### src/verilog/pim_pkg.sv
// constants and carrier types of the interrupt status and mask block
package pim_pkg;

    // register subaddresses
    localparam logic [7:0] PIM_ADDR_EVENT_ONE  = 8'h01;
    localparam logic [7:0] PIM_ADDR_SW_STATUS  = 8'h02;
    localparam logic [7:0] PIM_ADDR_MASK_ONE   = 8'h03;
    localparam logic [7:0] PIM_ADDR_SW_MASK    = 8'h04;

    // reset values and implemented bits
    localparam logic [7:0] PIM_RST_MASK_ONE    = 8'h00;
    localparam logic [7:0] PIM_RST_SW_MASK     = 8'h00;
    localparam logic [7:0] PIM_RST_SW_STATUS   = 8'h00;
    localparam logic [7:0] PIM_RST_EVENT_ONE   = 8'h00;
    localparam logic [7:0] PIM_FIELD_BITS      = 8'h3F;
    localparam logic [7:0] PIM_READ_IDLE       = 8'h00;

    localparam int PIM_EVT_W = 6;

    // field positions, first mask register and its events
    localparam int PIM_BIT_PROG_VOLTAGE = 5;
    localparam int PIM_BIT_MAINS        = 4;
    localparam int PIM_BIT_BUTTON       = 3;
    localparam int PIM_BIT_OVERTEMP     = 2;
    localparam int PIM_BIT_COIN_CELL    = 1;
    localparam int PIM_BIT_NVM          = 0;

    // field positions, switch status and switch mask registers
    localparam int PIM_BIT_SW3_FAULT    = 5;
    localparam int PIM_BIT_SW2_FAULT    = 4;
    localparam int PIM_BIT_SW1_FAULT    = 3;
    localparam int PIM_BIT_SW3_LIMIT    = 2;
    localparam int PIM_BIT_SW2_LIMIT    = 1;
    localparam int PIM_BIT_SW1_LIMIT    = 0;

    // register port request and answer
    typedef struct packed {
        logic       rd;
        logic       wr;
        logic [7:0] addr;
        logic [7:0] wdata;
    } pim_reg_req_s;

    typedef struct packed {
        logic       rvalid;
        logic [7:0] rdata;
    } pim_reg_rsp_s;

    // raw load-switch conditions from the analog side
    typedef struct packed {
        logic [3:1] overtemp;
        logic       sw2_undervolt;
        logic [3:1] limit_active;
        logic [3:1] enabled;
    } pim_sw_cond_s;

    // raw conditions behind the first mask register
    typedef struct packed {
        logic prog_voltage_low;
        logic mains_detect_in;
        logic button_in;
        logic overtemp_warn;
        logic coin_cell_done;
        logic nvm_done;
    } pim_evt_src_s;

endpackage : pim_pkg

### src/verilog/pim_mask_logic.sv
// interrupt status and mask registers with interrupt pin control
`timescale 1ns/1ns
`default_nettype none

// Function
// (RULE_01) Fault bit 5 is one while switch three is off for overheating.
// (RULE_02) Fault bit 4 is one while switch two is off for heat or low input.
// (RULE_03) Fault bit 3 is one while switch one is off for overheating.
// (RULE_04) Bits 2..0 are one while switches three..one limit current.
// (RULE_05) A zero mask bit lets its event pull the pin low; a one blocks it.
// (RULE_06) Masks gate only the pin; status and pending bits keep recording.
// (RULE_07) First mask 5..0: prog voltage, mains, button, hot, coin cell, nvm.
// (RULE_08) Second mask bits 5..3: switch faults; bits 2..0: current limits.
// (RULE_09) First mask at 0x3 resets to zero; bits 7..6 read zero.
// (RULE_10) Second mask at 0x4 resets to zero; bits 7..6 read zero.
// (RULE_11) Switch status is read-only at subaddress 0x2 and resets to zero.
// (RULE_12) Mains-detect and button events fire on any change of input level.
// (RULE_13) The pin is released high once no unmasked pending event remains.
module pim_mask_logic
    import pim_pkg::*;
(
    // clock and reset
    input  wire logic         sys_clk,
    input  wire logic         srst,
    // register port
    input  wire pim_reg_req_s reg_req,
    output pim_reg_rsp_s      reg_rsp,
    // monitored conditions
    input  wire pim_sw_cond_s sw_cond,
    input  wire pim_evt_src_s evt_src,
    // interrupt pin toward the host
    output logic              irq_out_n
);

    typedef struct packed {
        logic [7:0]           event_mask_one;
        logic [7:0]           switch_event_mask;
        logic [7:0]           switch_event_status;
        logic [PIM_EVT_W-1:0] event_pending;
        pim_reg_rsp_s         rsp;
    } pim_state_s;

    pim_state_s st_q;
    pim_state_s st_d;

    logic mains_change;
    logic button_change;
    logic [PIM_EVT_W-1:0] evt_set;
    logic [PIM_EVT_W-1:0] sw_now;

    // address decode shared by read and write paths
    function automatic logic hit(input logic [7:0] a, input logic [7:0] ref_a);
        hit = (a == ref_a);
    endfunction : hit

    pim_chg_det u_mains_chg (
        .sys_clk (sys_clk),
        .srst    (srst),
        .level   (evt_src.mains_detect_in),
        .changed (mains_change)
    );

    pim_chg_det u_button_chg (
        .sys_clk (sys_clk),
        .srst    (srst),
        .level   (evt_src.button_in),
        .changed (button_change)
    );

    // live load-switch status
    always_comb begin
        sw_now = '0;
        sw_now[PIM_BIT_SW3_FAULT] = sw_cond.overtemp[3]; // RULE_01
        sw_now[PIM_BIT_SW2_FAULT] = sw_cond.overtemp[2]
                                  | sw_cond.sw2_undervolt; // RULE_02
        sw_now[PIM_BIT_SW1_FAULT] = sw_cond.overtemp[1]; // RULE_03
        sw_now[PIM_BIT_SW3_LIMIT] = sw_cond.limit_active[3]
                                  & sw_cond.enabled[3]; // RULE_04
        sw_now[PIM_BIT_SW2_LIMIT] = sw_cond.limit_active[2]
                                  & sw_cond.enabled[2]; // RULE_04
        sw_now[PIM_BIT_SW1_LIMIT] = sw_cond.limit_active[1]
                                  & sw_cond.enabled[1]; // RULE_04
    end

    // events behind the first mask register
    always_comb begin
        evt_set = '0;
        evt_set[PIM_BIT_PROG_VOLTAGE] = evt_src.prog_voltage_low; // RULE_07
        evt_set[PIM_BIT_MAINS]        = mains_change; // RULE_07 RULE_12
        evt_set[PIM_BIT_BUTTON]       = button_change; // RULE_07 RULE_12
        evt_set[PIM_BIT_OVERTEMP]     = evt_src.overtemp_warn; // RULE_07
        evt_set[PIM_BIT_COIN_CELL]    = evt_src.coin_cell_done; // RULE_07
        evt_set[PIM_BIT_NVM]          = evt_src.nvm_done; // RULE_07
    end

    always_comb begin
        st_d = st_q;
        // status follows the conditions whatever the masks hold
        st_d.switch_event_status = {2'b00, sw_now}; // RULE_06 RULE_11

        // reading the event register clears it; a new event wins
        if (reg_req.rd && hit(reg_req.addr, PIM_ADDR_EVENT_ONE)) begin
            st_d.event_pending = evt_set; // RULE_13
        end else begin
            st_d.event_pending = st_q.event_pending | evt_set; // RULE_06
        end

        if (reg_req.wr && hit(reg_req.addr, PIM_ADDR_MASK_ONE)) begin
            st_d.event_mask_one = reg_req.wdata & PIM_FIELD_BITS; // RULE_09
        end
        if (reg_req.wr && hit(reg_req.addr, PIM_ADDR_SW_MASK)) begin
            st_d.switch_event_mask = reg_req.wdata & PIM_FIELD_BITS; // RULE_10
        end

        st_d.rsp.rvalid = reg_req.rd;
        st_d.rsp.rdata  = PIM_READ_IDLE;
        if (reg_req.rd) begin
            unique case (reg_req.addr)
                PIM_ADDR_EVENT_ONE: begin
                    st_d.rsp.rdata = {2'b00, st_q.event_pending};
                end
                PIM_ADDR_SW_STATUS: begin
                    st_d.rsp.rdata = st_q.switch_event_status; // RULE_11
                end
                PIM_ADDR_MASK_ONE: begin
                    st_d.rsp.rdata = st_q.event_mask_one; // RULE_09
                end
                PIM_ADDR_SW_MASK: begin
                    st_d.rsp.rdata = st_q.switch_event_mask; // RULE_10
                end
                default: begin
                    st_d.rsp.rdata = PIM_READ_IDLE;
                end
            endcase
        end
    end

    always_ff @(posedge sys_clk) begin
        if (srst) begin
            st_q.event_mask_one      <= PIM_RST_MASK_ONE; // RULE_09
            st_q.switch_event_mask   <= PIM_RST_SW_MASK; // RULE_10
            st_q.switch_event_status <= PIM_RST_SW_STATUS; // RULE_11
            st_q.event_pending       <= PIM_RST_EVENT_ONE[PIM_EVT_W-1:0];
            st_q.rsp                 <= '0;
        end else begin
            st_q <= st_d;
        end
    end

    assign reg_rsp = st_q.rsp;

    pim_irq_drv u_irq (
        .sys_clk   (sys_clk),
        .srst      (srst),
        .evt_one   (st_q.event_pending),
        .mask_one  (st_q.event_mask_one[PIM_EVT_W-1:0]),
        .evt_sw    (st_q.switch_event_status[PIM_EVT_W-1:0]),
        .mask_sw   (st_q.switch_event_mask[PIM_EVT_W-1:0]), // RULE_08
        .irq_out_n (irq_out_n)
    );

endmodule : pim_mask_logic
`default_nettype wire

### src/verilog/pim_chg_det.sv
// change detector: one-cycle pulse on either edge of a level
`timescale 1ns/1ns
`default_nettype none
module pim_chg_det
    import pim_pkg::*;
(
    // clock and reset
    input  wire logic sys_clk,
    input  wire logic srst,
    // level and change pulse
    input  wire logic level,
    output logic      changed
);

    typedef struct packed {
        logic prev;
        logic armed;
    } pim_chg_state_s;

    pim_chg_state_s st_q;
    pim_chg_state_s st_d;

    // no pulse before the first sample is held
    assign changed = st_q.armed & (level ^ st_q.prev); // RULE_12

    always_comb begin
        st_d       = st_q;
        st_d.prev  = level;
        st_d.armed = 1'b1;
    end

    always_ff @(posedge sys_clk) begin
        if (srst) begin
            st_q <= '0;
        end else begin
            st_q <= st_d;
        end
    end

endmodule : pim_chg_det
`default_nettype wire

### src/verilog/pim_irq_drv.sv
// active-low interrupt driver from pending events and masks
`timescale 1ns/1ns
`default_nettype none
module pim_irq_drv
    import pim_pkg::*;
(
    // clock and reset
    input  wire logic                 sys_clk,
    input  wire logic                 srst,
    // pending events and their masks
    input  wire logic [PIM_EVT_W-1:0] evt_one,
    input  wire logic [PIM_EVT_W-1:0] mask_one,
    input  wire logic [PIM_EVT_W-1:0] evt_sw,
    input  wire logic [PIM_EVT_W-1:0] mask_sw,
    // interrupt pin
    output logic                      irq_out_n
);

    typedef struct packed {
        logic irq_n;
    } pim_irq_state_s;

    pim_irq_state_s st_q;
    pim_irq_state_s st_d;

    always_comb begin
        st_d = st_q;
        // a set mask bit removes its event from the pin only
        st_d.irq_n = ~(|(evt_one & ~mask_one)
                     | |(evt_sw & ~mask_sw)); // RULE_05 RULE_13
    end

    always_ff @(posedge sys_clk) begin
        if (srst) begin
            st_q <= '{irq_n: 1'b1};
        end else begin
            st_q <= st_d;
        end
    end

    assign irq_out_n = st_q.irq_n;

endmodule : pim_irq_drv
`default_nettype wire

### config.mk
export PLATFORM = sky130hd
export DESIGN_NAME = pim_mask_logic
export DESIGN_NICKNAME = d
export VERILOG_FILES = /design/src/verilog/pim_pkg.sv /design/src/verilog/pim_mask_logic.sv /design/src/verilog/pim_chg_det.sv /design/src/verilog/pim_irq_drv.sv
export SDC_FILE = /design/constraint.sdc
export NUM_CORES = 1
export LEC_CHECK = 0
export BUFFER_PORTS_ARGS = -buffer_cell sky130_fd_sc_hd__buf_4
export CAP_MARGIN = 40
export CORE_MARGIN = 2
export CORE_UTILIZATION = 55
export DETAILED_ROUTE_END_ITERATION = 8
export HOLD_SLACK_MARGIN = 0.08
export MAX_ROUTING_LAYER = met4
export PLACE_DENSITY = 0.83
export SLEW_MARGIN = 15
export SYNTH_ARGS = -nofsm -noshare
export SYNTH_HDL_FRONTEND = slang
export SYNTH_SLANG_ARGS = --single-unit
### constraint.sdc
create_clock -name sys_clk -period 2.85 [get_ports sys_clk]
set_input_delay 0.1425 -clock sys_clk [delete_from_list [all_inputs] [get_ports sys_clk]]
set_output_delay 0.1425 -clock sys_clk [all_outputs]
set_load 0.02 [all_outputs]
[Yosys cells after proc, flatten, opt, wreduce, memory -nomap -nowiden]
Index checks and enable logic that the tools add are counted.
W data, S select, Z words.
Word-level totals
  flip-flop bits (word level): 40
  latch bits: 0
  memory bits (writable): 0
  ROM bits: 0
  output and inout bits: 10
  word-level logic and storage cells: 42
  memories: 0
Operators by class
  $add $sub $neg: 0
  multipliers: 0
  divide/modulo/power cells: 0
  $lt $le $gt $ge: 0
  equality and inequality tests: 4
  shifts and indexed selects: 0
  muxes and demuxes: 4
  bitwise gates (word level): 16
  reductions and logical operators: 6
Operator list (count)
  $pmux W8 S4: 1
  $eq A8 B2 Y1 const B: 2
  $and A6 B6 Y6: 2
  $not A6 Y6: 2
  $reduce_or A6 Y1: 2
  $eq A8 B1 Y1 const B: 1
  $eq A8 B3 Y1 const B: 1
  $mux W6: 1
  $or A6 B6 Y6: 1
  $and A1 B1 Y1: 5
  $logic_and A1 B1 Y1: 3
  $mux W1: 2
  $not A1 Y1: 2
  $or A1 B1 Y1: 2
  $reduce_or A2 Y1: 1
  $xor A1 B1 Y1: 2

[Logic depth before layout (Yosys ltp)]
  word-level depth: 5
  depth in mapped cells: 5
  mapped depth without buffers: 3

[Modules after synthesis]
A second synthesis with hierarchy kept.
Second synthesis, totals
  cell total of the unflattened synthesis: 190
  area, all modules: 1786.7 µm²
Modules (own cells, without submodules)
  pim_mask_logic: times used 1, cells an instance 161, area each 1522.7 µm², sequential area each 620.6 µm²
  pim_irq_drv: times used 1, cells an instance 17, area each 133.9 µm², sequential area each 20.0 µm²
  pim_chg_det: times used 2, cells an instance 6, area each 65.1 µm², sequential area each 40.0 µm²

[Least setup slack after synthesis]
Ideal clock, no wire load.
  path kind: input port to flip-flop
  from: in reg_req[8] (netlist name)
  to: reg st_q[24] (netlist name)
  data arrival time: 1134 ps
  required time: 2778 ps
  slack: 1645 ps
  cell stages on the path: 5
  cells stage by stage: buf_2 nor4_4 and4_1 buf_2 mux2i_1
Between the ends
  longest elaborated chain between the ends: 2
RTL lines
  start: declaration: line pim_mask_logic.sv:26  | input wire pim_reg_req_s reg_req,
  $eq A8 B3 Y1: line pim_mask_logic.sv:53  | hit = (a == ref_a);
  $logic_and A1 B1 Y1: line pim_mask_logic.sv:111  | if (reg_req.wr && hit(reg_req.addr, PIM_ADDR_SW_MASK)) begin
  end signal: assignment: line pim_mask_logic.sv:146  | st_q <= st_d;
  end: declaration: line pim_mask_logic.sv:43  | pim_state_s st_q;
No other way between the ends.
A chain may end at the register's enable or synchronous reset.

[Worst setup path in the final report]
  from: in srst
  to: reg st_q[17] (netlist name)
RTL lines
  start: declaration: line pim_mask_logic.sv:24  | input wire logic srst,
No word-level cell between the ends.

==> results.txt <==
- Setup total negative slack on the finished layout was measured at 0 ps.
- RR Startpoint: st_q[26]$_SDFFE_PP0P_
* Kind of launch point of the worst setup path: primary input
* Clock buffer depth: 2
- Clock root buffer master: clkbuf_4
- The initial antenna violation count was 0.
- Number of flops mapped to enable cells by yosys: 0
- Reg area: 701 um2
* Sequential element share of the synthesized area: 0.425
- The tightest min-delay check is of the primary input to flip-flop type.
- Tcrit/Tclk final: 0.767
- Between clock sinks in the finished design, the worst skew comes to 6.49 ps.
- The final reports fail on DRC.
- Number of placement rows: 19
- Die Height: 58.7 um
* Critical Path, Cell by Cell: dlygate4sd3_1 > buf_4 > clkinv_1 > and3_1 > dlygate4sd3_1
* Crit Path Category: primary input to flip-flop
* Clk sinks: 35
- Peak supply drop: 444 uV
* Vias post-DR: between 1000 and 1500
- Top-level port count: 46
* Post-placement cell count: between 200 and 250
- Post-route insts no fill: 256
- The H-tree generated during clock tree synthesis spans 2 levels.
* Final ANT Viol Nets: 0
- Horizontal die dimension: 58.7 um
* Count of filler cells inserted in the layout: 175
- Setup violations remaining at the end of the flow were counted as 0.
- Max-Slew Margin vs Limit: 0.552
* Startpoint of the worst setup timing path: srst
- Of all flip-flops after synthesis, the portion carrying an async set or reset was 0.
- By count the netlist is led by dfxtp_1, nand2_1, mux2i_1.
- Entering global routing, the biggest net connects 28 pins.
- The HPWL after detailed placement is between 2 and 3 mm.
* Cell class contributing the biggest share of worst-path delay: buffers and inverters
- Signal routing reaches up to met4.
- The initial utilization of the core area, before any placement, comes to 0.587.
* Routed wire length: 4.17 mm
- Average wire per standard cell: 16.3 um
- For the worst-skew pair, the clock arrives at the later sink with an insertion delay of about 340 ps.
- At the worst endpoint, the required time is 3080 ps.
- Initial drt markers: 51
- Startpoint of the worst hold path: reg_req[1]
* Routed wl met2: 1.99 mm
* Max-slew violation total from the final report: 0
* Share of the synthesized area in the top cell type: 0.425
* Met3 routed WL: around 260 um
- CP max stage cell: dlygate4sd3_1
* Dominant cell type by area after synthesis: dfxtp_1
* Buffer and inverter count on the worst path: 4
- TritonCTS built the clock tree.
- Most repeated cell in the gate-level netlist after synthesis: dfxtp_1
- Final estimated routing congestion in global placement: 0.881
- Clock-pin slew was measured on the worst setup and hold paths at about 110 ps.
- Layout overhead on the synthesized area: 35.7%
* Setup repair after global routing missed its margin: false
- Metal-1 WL: around 1.8 mm
* Static power due to leakage: 0.976 nW
* Number of design rule violations left after detail routing: 3
* Global router's overall resource usage: 0.272
* Number of global-route vias before repair: 1434
* Post-synth design cell area: 1650 um2
- For this design the ratio of total power to cell area is 493 nW/um2.
* Fraction of layout cells with a size suffix above 1: 0.258
* I/O Buffers: 41
- The worst setup path is captured at a flip-flop.
* Drt first pass iters: 6
* Area of the multi-input gates: ~830 um2
- Number of cells produced by synthesis: 168
- Dominant synthesized flop cell: dfxtp_1
- Floorplan die area: 3450 um2
- Result of the run: finished with violations
- Buffers inserted during clock tree synthesis total 5.
- Among the stages of the critical path, the cell type that occurs most often is dlygate4sd3_1.
* Biggest area contributors in the synthesized netlist: dfxtp_1, mux2i_1, nand2_1
- Slowest Stage Delay on Critical Path: 570 ps
- Fmax achieved: 0.458 GHz
* Number of warning messages in the yosys log: 0
- The synthesized design contains 35 register bits.
* Gates resized, CTS repair: 0
* Final Net Count: 260
- The core region is approximately 2800 um2.
* Slew at the pin with the worst max-slew slack: 668 ps
- In the routed layout, each cell is associated on average with a via count of between 5 and 6.
* Inserted Diodes: 0
- Maximum net fanout on the critical path: 27
- Hold violation total from the final report: 0
- Wire length of the first global-routing pass: around 6.7 mm
- Final worst path period need: 2180 ps
* Max Cap Viol: 0
* Post-synthesis area per instance: a little under 10 um2
- In this run, distinct cell masters in the synthesized netlist total 35.
- Worst endpoint data arrival time: around 2400 ps
- Global route overflow: 0
## worst reg2reg max path, cell delays in order, from the launching register on
cell and delay, ps:
dfxtp_1 420, nand2b_1 160, o2111ai_1 130, o31ai_1 280
## path summary, 6_finish.rpt
| kind | to | cells after the start | slack (ps) |
|---|---|---|---|
| max reg2reg | u_irq.irq_out_n$_SDFF_PP1_ | 3 | 1780 |
| min | st_q[24]$_SDFFE_PP0P_ | 3 | 90 |
| max | st_q[17]$_SDFF_PP0_ | 5 | 670 |
| min reg2reg | st_q[27]$_SDFFE_PP0P_ | 2 | 480 |
## layer usage
layer  global-route usage  up-vias
li1                     -      698
met1                0.321      650
met2                0.419       57
met3               0.0681       17
met4                0.156        0
met5                    -        -
## placed cells by master, fill, tap and decap left out, types with 3 or more instances in the layout
master         netlist  routed
inv_1                4       4
buf_4                9      41
o2111ai_1            3       3
nand2_1             19      19
nand3_1              5       5
nor2b_1              8       8
nand3b_1             3       3
a211oi_1             6       6
nand2b_1             9       9
dlygate4sd3_1        0      23
mux2_2               5       5
and3_1               3       3
dfxtp_1             35      35
clkbuf_4             0       5
and3b_1              8       8
nor2_1               3       3
mux2i_1             12      12
o211ai_1             4       4
a22o_1               6       6
## final cells by class
type,instances,share of cell area
multi-input combinational,113,0.373
sequential,35,0.313
timing repair buffer,64,0.241
clock inverter,3,0.0302
tap,31,0.0173
clock buffer,5,0.0168
inverter,5,0.00839
## sequential cells by signal (all words and copies together) (netlist names)
register	flops
st_q	24
reg_rsp	7
u_button_chg.st_q	2
u_irq.irq_out_n	1
u_mains_chg.st_q	1
## where the power goes
group          switching [mW]  internal (mW)
registers              0.0113          0.506
logic                  0.0629         0.0801
clock network           0.171          0.273
## metrics by stage
step                hold slack, ps  total power [mW]  area (um2)  utilization  setup WS, ps
floorplan                      214             0.587        1650            -          1640
global placement               345             0.636        1900        0.678          1350
detailed placement             354             0.641        1900        0.678          1330
CTS                           81.2              1.10        2240        0.797           738
global route                  82.2              1.14        2240        0.797           542
finish                        87.6              1.10        2240        0.797           665
## cell families (layout without fill, tap and decap cells)
kind of cell	Yosys count	after routing	share of synthesized area
mux	17	17	0.107
compound gates	24	24	0.121
flops	35	35	0.425
buf+inv	21	77	0.0706
xor+xnor	2	2	0.0106
simple gates	68	68	0.263
other cells	1	2	0.00228
## what timing repair did
action	in CTS	in global routing
endpoints found under the hold margin	22	0
buffers inserted	0	0
hold buffers	23	0
No activity file was read; power rests on OpenSTA's default activity.
